--- src/hdl/pad_gating_defines.svh ---
`ifndef PAD_GATING_DEFINES_SVH
`define PAD_GATING_DEFINES_SVH

// two-wire slave identifiers picked by the strap
`define SLAVE_ID_STRAP_LOW   8'h90
`define SLAVE_ID_STRAP_HIGH  8'hBA

// parked level of gated parallel pins, chosen low to save power
`define PARK_LEVEL           1'b0

// reset values of the enables
`define PAR_EN_RESET         1'b0
`define VIDEO_PWRDN_RESET    1'b0

// width of the pixel data and of the gpio group
`define DATA_BITS            8
`define GPIO_BITS            11

`endif

--- src/hdl/pad_gating_pkg.sv ---
`default_nettype none

package pad_gating_pkg;

  // video converter output form
  typedef enum logic [1:0] {
    VIDEO_SINGLE = 2'b01,
    VIDEO_DIFF   = 2'b10
  } video_mode_t;

endpackage

`default_nettype wire

--- src/hdl/pad_output_gating.sv ---
`include "pad_gating_defines.svh"
`default_nettype none

module pad_output_gating (
  input  wire logic        clk,                // 25 MHz device clock
  input  wire logic        reset_n,            // async active-low reset
  input  wire logic        address_strap_pin,  // slave id strap pin
  output logic [7:0]       slave_id,           // selected slave identifier
  input  wire logic        mem_sclk_core,      // memory clock from boot
  input  wire logic        mem_sdo_core,       // memory data from boot
  input  wire logic        mem_cs_n_core,      // memory select from boot
  input  wire logic        serial_mem_data_in, // memory data pin
  output logic             mem_data_in_sync,   // synchronised memory data
  output logic             mem_sclk_o,         // memory clock pad out
  output logic             mem_sclk_oe,        // memory clock enable
  output logic             serial_mem_data_out,// memory data pad out
  output logic             mem_sdo_oe,         // memory data enable
  output logic             mem_cs_n_o,         // memory select pad out
  output logic             mem_cs_n_oe,        // memory select enable
  input  wire logic        par_enable,         // parallel port enable
  input  wire logic        bypass_mode,        // sensor core bypass mode
  input  wire logic [10:0] gpio_sel,           // per pin gpio select
  input  wire logic [10:0] gpio_out,           // gpio output values
  input  wire logic [10:0] gpio_dir,           // gpio drive when high
  input  wire logic        frame_valid_core,   // frame valid from pipe
  input  wire logic        row_valid_core,     // row valid from pipe
  input  wire logic        pixel_strobe_core,  // pixel strobe from pipe
  input  wire logic [9:0]  pixel_core,         // ten-bit pixel from pipe
  input  wire logic [10:0] par_pin_i,          // parallel pad inputs
  output logic [10:0]      par_pin_o,          // {fv,rv,strobe,data[7:0]}
  output logic [10:0]      par_pin_oe,         // parallel pad enables
  output logic [10:0]      gpio_in,            // synchronised pad inputs
  input  wire logic [1:0]  extra_sel,          // extra pin gpio select
  input  wire logic [1:0]  extra_out,          // extra pin gpio values
  input  wire logic [1:0]  extra_dir,          // extra pin gpio drive
  input  wire logic [1:0]  extra_pin_i,        // extra pad inputs
  output logic             extra_bit_high,     // extra pin 1 pad out
  output logic             extra_bit_low,      // extra pin 0 pad out
  output logic [1:0]       extra_oe,           // extra pad enables
  output logic [1:0]       extra_in,           // synchronised extra inputs
  input  wire logic        video_power_down,   // software converter off
  input  wire logic        video_diff,         // differential when high
  output logic             video_enable,       // converter running
  output logic             video_out_plus_en,  // plus output active
  output logic             video_out_minus_en, // minus output active
  output pad_gating_pkg::video_mode_t video_mode // output form
);

  // ****************************************************
  // reset release synchroniser
  // ****************************************************
  logic rst_meta_q;
  logic rst_sync_q;

  // assertion is immediate, release waits two edges so no enable
  // leaves its reset value on a metastable release
  always_ff @(posedge clk or negedge reset_n) begin
    if (!reset_n) begin
      rst_meta_q <= 1'b0;
      rst_sync_q <= 1'b0;
    end else begin
      rst_meta_q <= 1'b1;
      rst_sync_q <= rst_meta_q;
    end
  end

  // ****************************************************
  // pin input synchronisers
  // ****************************************************
  logic        strap_meta_q, strap_q;
  logic        sdi_meta_q, sdi_q;
  logic [12:0] pin_meta_q, pin_q;

  // pads come from outside the clock domain
  always_ff @(posedge clk or negedge reset_n) begin
    if (!reset_n) begin
      strap_meta_q <= 1'b0;
      strap_q      <= 1'b0;
      sdi_meta_q   <= 1'b1;                    // pull-up idle level
      sdi_q        <= 1'b1;
      pin_meta_q   <= 13'h0000;
      pin_q        <= 13'h0000;
    end else begin
      strap_meta_q <= address_strap_pin;
      strap_q      <= strap_meta_q;
      sdi_meta_q   <= serial_mem_data_in;
      sdi_q        <= sdi_meta_q;
      pin_meta_q   <= {extra_pin_i, par_pin_i};
      pin_q        <= pin_meta_q;
    end
  end

  assign mem_data_in_sync = sdi_q;
  assign gpio_in          = pin_q[10:0];
  assign extra_in         = pin_q[12:11];

  // ****************************************************
  // slave identifier strap
  // ****************************************************
  // strap is captured after release and follows the pin while running
  always_ff @(posedge clk or negedge reset_n) begin
    if (!reset_n) begin
      slave_id <= `SLAVE_ID_STRAP_LOW;
    end else if (rst_sync_q) begin
      slave_id <= strap_q ? `SLAVE_ID_STRAP_HIGH
                          : `SLAVE_ID_STRAP_LOW;
    end
  end

  // ****************************************************
  // serial memory pads
  // ****************************************************
  // enables drop straight away on reset, so the pins float
  always_ff @(posedge clk or negedge reset_n) begin
    if (!reset_n) begin
      mem_sclk_oe         <= 1'b0;
      mem_sdo_oe          <= 1'b0;
      mem_cs_n_oe         <= 1'b0;
      mem_sclk_o          <= 1'b0;
      serial_mem_data_out <= 1'b0;
      mem_cs_n_o          <= 1'b1;
    end else begin
      mem_sclk_oe         <= rst_sync_q;
      mem_sdo_oe          <= rst_sync_q;
      mem_cs_n_oe         <= rst_sync_q;
      mem_sclk_o          <= mem_sclk_core;
      serial_mem_data_out <= mem_sdo_core;
      mem_cs_n_o          <= mem_cs_n_core;
    end
  end

  // ****************************************************
  // parallel port enable
  // ****************************************************
  logic par_en_q;

  // held off until configuration asks for it
  always_ff @(posedge clk or negedge reset_n) begin
    if (!reset_n) begin
      par_en_q <= `PAR_EN_RESET;
    end else begin
      par_en_q <= rst_sync_q & par_enable;
    end
  end

  // ****************************************************
  // parallel pins: pixel, gpio or parked
  // ****************************************************
  logic [10:0] pix_vec;
  assign pix_vec = {frame_valid_core, row_valid_core,
                    pixel_strobe_core, pixel_core[9:2]};

  genvar gi;
  generate
    for (gi = 0; gi < `GPIO_BITS; gi++) begin : g_par
      // gpio takes priority over the pixel function of its pin
      always_ff @(posedge clk or negedge reset_n) begin
        if (!reset_n) begin
          par_pin_o[gi]  <= `PARK_LEVEL;
          par_pin_oe[gi] <= 1'b0;
        end else if (rst_sync_q && gpio_sel[gi]) begin
          par_pin_o[gi]  <= gpio_out[gi];
          par_pin_oe[gi] <= gpio_dir[gi];
        end else if (par_en_q) begin
          par_pin_o[gi]  <= pix_vec[gi];
          par_pin_oe[gi] <= 1'b1;
        end else begin
          // driven parked rather than floating to save power
          par_pin_o[gi]  <= `PARK_LEVEL;
          par_pin_oe[gi] <= rst_sync_q;
        end
      end
    end
  endgenerate

  // ****************************************************
  // extra low-order pins
  // ****************************************************
  logic [1:0] ext_o_q;

  generate
    for (gi = 0; gi < 2; gi++) begin : g_ext
      always_ff @(posedge clk or negedge reset_n) begin
        if (!reset_n) begin
          ext_o_q[gi]  <= `PARK_LEVEL;
          extra_oe[gi] <= 1'b0;
        end else if (rst_sync_q && extra_sel[gi]) begin
          ext_o_q[gi]  <= extra_out[gi];
          extra_oe[gi] <= extra_dir[gi];
        end else if (rst_sync_q && bypass_mode) begin
          ext_o_q[gi]  <= pixel_core[gi];
          extra_oe[gi] <= 1'b1;
        end else begin
          ext_o_q[gi]  <= `PARK_LEVEL;
          extra_oe[gi] <= rst_sync_q;
        end
      end
    end
  endgenerate

  assign extra_bit_high = ext_o_q[1];
  assign extra_bit_low  = ext_o_q[0];

  // ****************************************************
  // video converter control
  // ****************************************************
  // converter comes up running; only software stops it
  always_ff @(posedge clk or negedge reset_n) begin
    if (!reset_n) begin
      video_enable       <= ~`VIDEO_PWRDN_RESET;
      video_out_plus_en  <= 1'b1;
      video_out_minus_en <= 1'b0;
      video_mode         <= pad_gating_pkg::VIDEO_SINGLE;
    end else begin
      video_enable       <= ~(rst_sync_q & video_power_down);
      video_out_plus_en  <= ~(rst_sync_q & video_power_down);
      video_out_minus_en <= rst_sync_q & ~video_power_down
                            & video_diff;
      video_mode         <= (rst_sync_q && video_diff)
                            ? pad_gating_pkg::VIDEO_DIFF
                            : pad_gating_pkg::VIDEO_SINGLE;
    end
  end

endmodule

`default_nettype wire

--- config.mk ---
export PLATFORM = sky130hd
export DESIGN_NAME = pad_output_gating
export DESIGN_NICKNAME = d
export VERILOG_FILES = /design/src/hdl/pad_gating_pkg.sv /design/src/hdl/pad_output_gating.sv
export VERILOG_INCLUDE_DIRS = /design/src /design/src/hdl
export SDC_FILE = /design/constraint.sdc
export NUM_CORES = 1
export LEC_CHECK = 0
export BUFFER_PORTS_ARGS = -buffer_cell sky130_fd_sc_hd__buf_2
export CORE_MARGIN = 4
export CORE_UTILIZATION = 45
export CTS_CLUSTER_SIZE = 12
export DETAILED_ROUTE_END_ITERATION = 12
export PLACE_DENSITY = 0.83
export SLEW_MARGIN = 10
export SYNTH_ARGS = -nofsm -noshare
export SYNTH_HDL_FRONTEND = slang
export SYNTH_SLANG_ARGS = --single-unit
--- constraint.sdc ---
create_clock -name clk -period 2 [get_ports clk]
set_input_delay 0.4 -clock clk [delete_from_list [all_inputs] [get_ports clk]]
set_output_delay 0.4 -clock clk [all_outputs]
set_load 0.01 [all_outputs]
After elaboration in Yosys (flattened, before gate mapping) --
Cells that the tools add are included.
Storage, ports and cells: register bits 75, output and inout port bits 59, logic and storage cells 107
Operators by class: multiplexer cells 43, bitwise operators 6, reductions and logical operators 15
Operators with widths (count):
- $mux 1 | 41
- $logic_and 1x1->1 | 15
- $mux 6 | 1
- $and 1x1->1 | 4
- $mux 2 | 1
- $not 1->1 | 2

Logic depth before layout (Yosys ltp) --
depth after elaboration 3, depth in mapped cells 3, gate-level depth less buffers 2

Worst setup path before layout --
No wires, ideal clock.
kind flip-flop to output port, start register video_out_plus_en, end output video_out_plus_en, data arrival time 0.649 ns, data required time 1.600 ns, path slack 0.951 ns, cell stages (with the launch flop) 2, cell sequence dfstp_2 > buf_4
RTL lines:
- start, declared | RTL line pad_output_gating.sv:44 | output logic video_out_plus_en,
- start signal, assigned | RTL line pad_output_gating.sv:216 | video_out_plus_en <= ~(rst_sync_q & video_power_down);
No word-level cell between the ends.

==> impl_metrics.toml <==
[critical_path]
worst_path_max_delay_cell = "dfstp_2"
endpoint_kind = "output port"
arrival_ns = 0.98
reg2regPathDepth = 2
r2r_slack_ns = 0.69
endpoint = "video_enable"
timing.rr.end = "slave_id[3]"
cp-start-kind = "flop"
crit_buf_inv = 1
startpoint = "video_out_plus_en"
cp.depth = 1
worstPathMaxFanout = 2
path_class = "reg -> out"
critPathRequiredTime_ns = 1.60
critPathTopFamily = "flip-flops"
max_stage_delay_ns = 0.53
crit_chain = "buf_2"
r2r-start = "rst_sync_q"

[detailed_routing]
num_vias = 1587
drt-total-wl_um = 4778
first_pass_iters = 3
drtIter0Drc = 52
drc = 0
wl_per_cell_um = 13.69
vias_per_cell = 4.547
ant_nets = 0

[die]
io_pins = 135
die_w_um = 78.37
core_area_sq_um = 4755
die_h_um = 78.37
die-area_sq_um = 6142
rows = 25
initial_core_util = 0.4687

[global_route]
grt_util_met2 = 0.2800
use_met3 = 0.05275
track_usage = 0.1594
busiest_layer = "met2"
antenna_found_initial = 0
grt_max_degree = 69
grt_pass1_vias = 1597
grt_overflow_total = 0
grt_pass1_wl_um = 7251
grt_util_met1 = 0.1740

[timing]
setup_slack_ns = 0.6240
rsz0062_at_grt = "false"
whs_ns = 0.07579
setup_viol = 0
max_freq_mhz = 726.8
drv_slew = 0
finalCritPeriodShare = 0.6880
fin_crit_ns = 1.376
clock_skew_ns = 0.006059
setup_tns_ns = 0
finalHoldViolCount = 0

[placed_design]
io_buffers = 129
dp_hpwl_um = 3674
place_congestion = 0.7092
preCtsSetupSlack_ns = 0.6884

[cells_and_area]
area_growth_pct = 36.44
fill_cells = 406
n_antenna_cell = 0
final_cell_mix = "buf_2, dfrtp_1, nand2_1"
finalNetCount = 353
final_core_util = 0.6395
layout-drive-gt1-share = 0.5532
final_common_cell = "buf_2"

[yosys]
ys_types = 19
synth_adder_area_share = 0
ys_ff_latch = 68
yosys_warnings = 0
yosys-mux-area-fraction = 0.005053
syn_inst = 146
syn_avg_cell_area_sq_um = 15.26
synth-simple-area-share = 0.07861
synth-compound-area-share = 0.08703
yosysSeqAreaShare = 0.7664
synth.top_cell.area_share = 0.7075
synth-xor-area-share = 0
syn-cell-area_sq_um = 2228
synth_top_family_by_area = "compound AO/OA/AOI/OAI gates"
synth.area.top_cells = "dfrtp_1, dfstp_2, a31o_1, buf_4, o21a_1"
synth_top_cell_by_area = "dfrtp_1"

[cts]
clk_pin_slew_ns = 0.07
cts_root_buf = "clkbuf_8"
postCtsHoldBufs = 0
post_cts_resized = 0
cts_tree = "done"
clkSinkCount = 68
ctsHtreeMaxLevel = 3
cts_buffers = 9
clock_path_buffers = 2
clkLatencyLatePin_ns = 0.33
post_cts_buffers = 0

[run_status]
status = "finished, final reports clean"

[power_and_ir_drop]
powerDensity_nw_per_um2 = 883.1
leakage_uw = 0.001631
finalPower_uw = 2685
irDropWorstVdd_mv = 0.5635

[worst_hold_path]
hold_class = "in -> async"

[job]
max-cap-violations = 0
==> area by class of cell <==
cell class                      instances  area [sq um]  area share
Clock buffer                           11         131.4     0.04321
Clock inverter                          5         30.03    0.009877
Inverter                                3         11.26    0.003704
Multi-Input combinational cell         64         402.9      0.1325
Sequential cell                        68          1708      0.5617
Tap cell                               67         83.83     0.02757
Timing Repair Buffer                  131         673.1      0.2214
==> worst min-delay path by stage <==
stage	from	end	slack (ns)	depth (start not counted)
final	reset_n	pin_meta_q[6]	0.08	2
after global routing	reset_n	pin_meta_q[11]	0.09	2
after CTS	reset_n	pin_q[11]	0.09	2
after detailed placement	pin_meta_q[10]	pin_q[10]	0.33	0
after global placement	pin_meta_q[5]	pin_q[5]	0.33	0
after floorplan	reset_n	extra_bit_high	0.10	0
==> flip-flops by register name, summed over array words and instances, names as in the netlist, 2 cells and up <==
register    flops
par_pin_o      11
pin_q          13
video_mode      2
par_pin_oe     11
pin_meta_q     13
extra_oe        2
==> cells by family after synthesis <==
group           Yosys count
buf+inv                  18
simple gates             33
other cells               2
compound gates           24
mux                       1
flops                    68
==> stage by stage <==
step	instance area, sq um	cells
CTS	3040	349
global route	3040	349
finish	3040	349
global placement	2879	333
floorplan	2243	150
detailed placement	2879	333
==> synth_stat cells <==
cell type / count
mux2_2: 1
buf_4: 11
dfrtp_1: 63
dfstp_2: 5
and3_1: 6
buf_2: 1
a21boi_0: 2
nor2_1: 1
buf_6: 3
inv_1: 3
o21a_1: 11
conb_1: 2
nand3_1: 2
a31o_1: 11
nand4b_1: 2
and3_2: 5
and2_1: 1
or2_1: 1
nand2_1: 15
==> routing by layer <==
layer / vias to the layer above / routed length, um / share of wire
met5: - / 0 / 0
li1: 737 / - / -
met4: 0 / 70 / 0.015
met3: 8 / 462 / 0.097
met2: 86 / 2493 / 0.52
met1: 756 / 1752 / 0.37
==> where the power goes <==
group	internal (uW)	total [uW]	switching, uW
sequential	1460	1490	26.4
clock	443	916	473
combinational	136	284	148
Note: power is estimated with default switching activity, not from simulation.
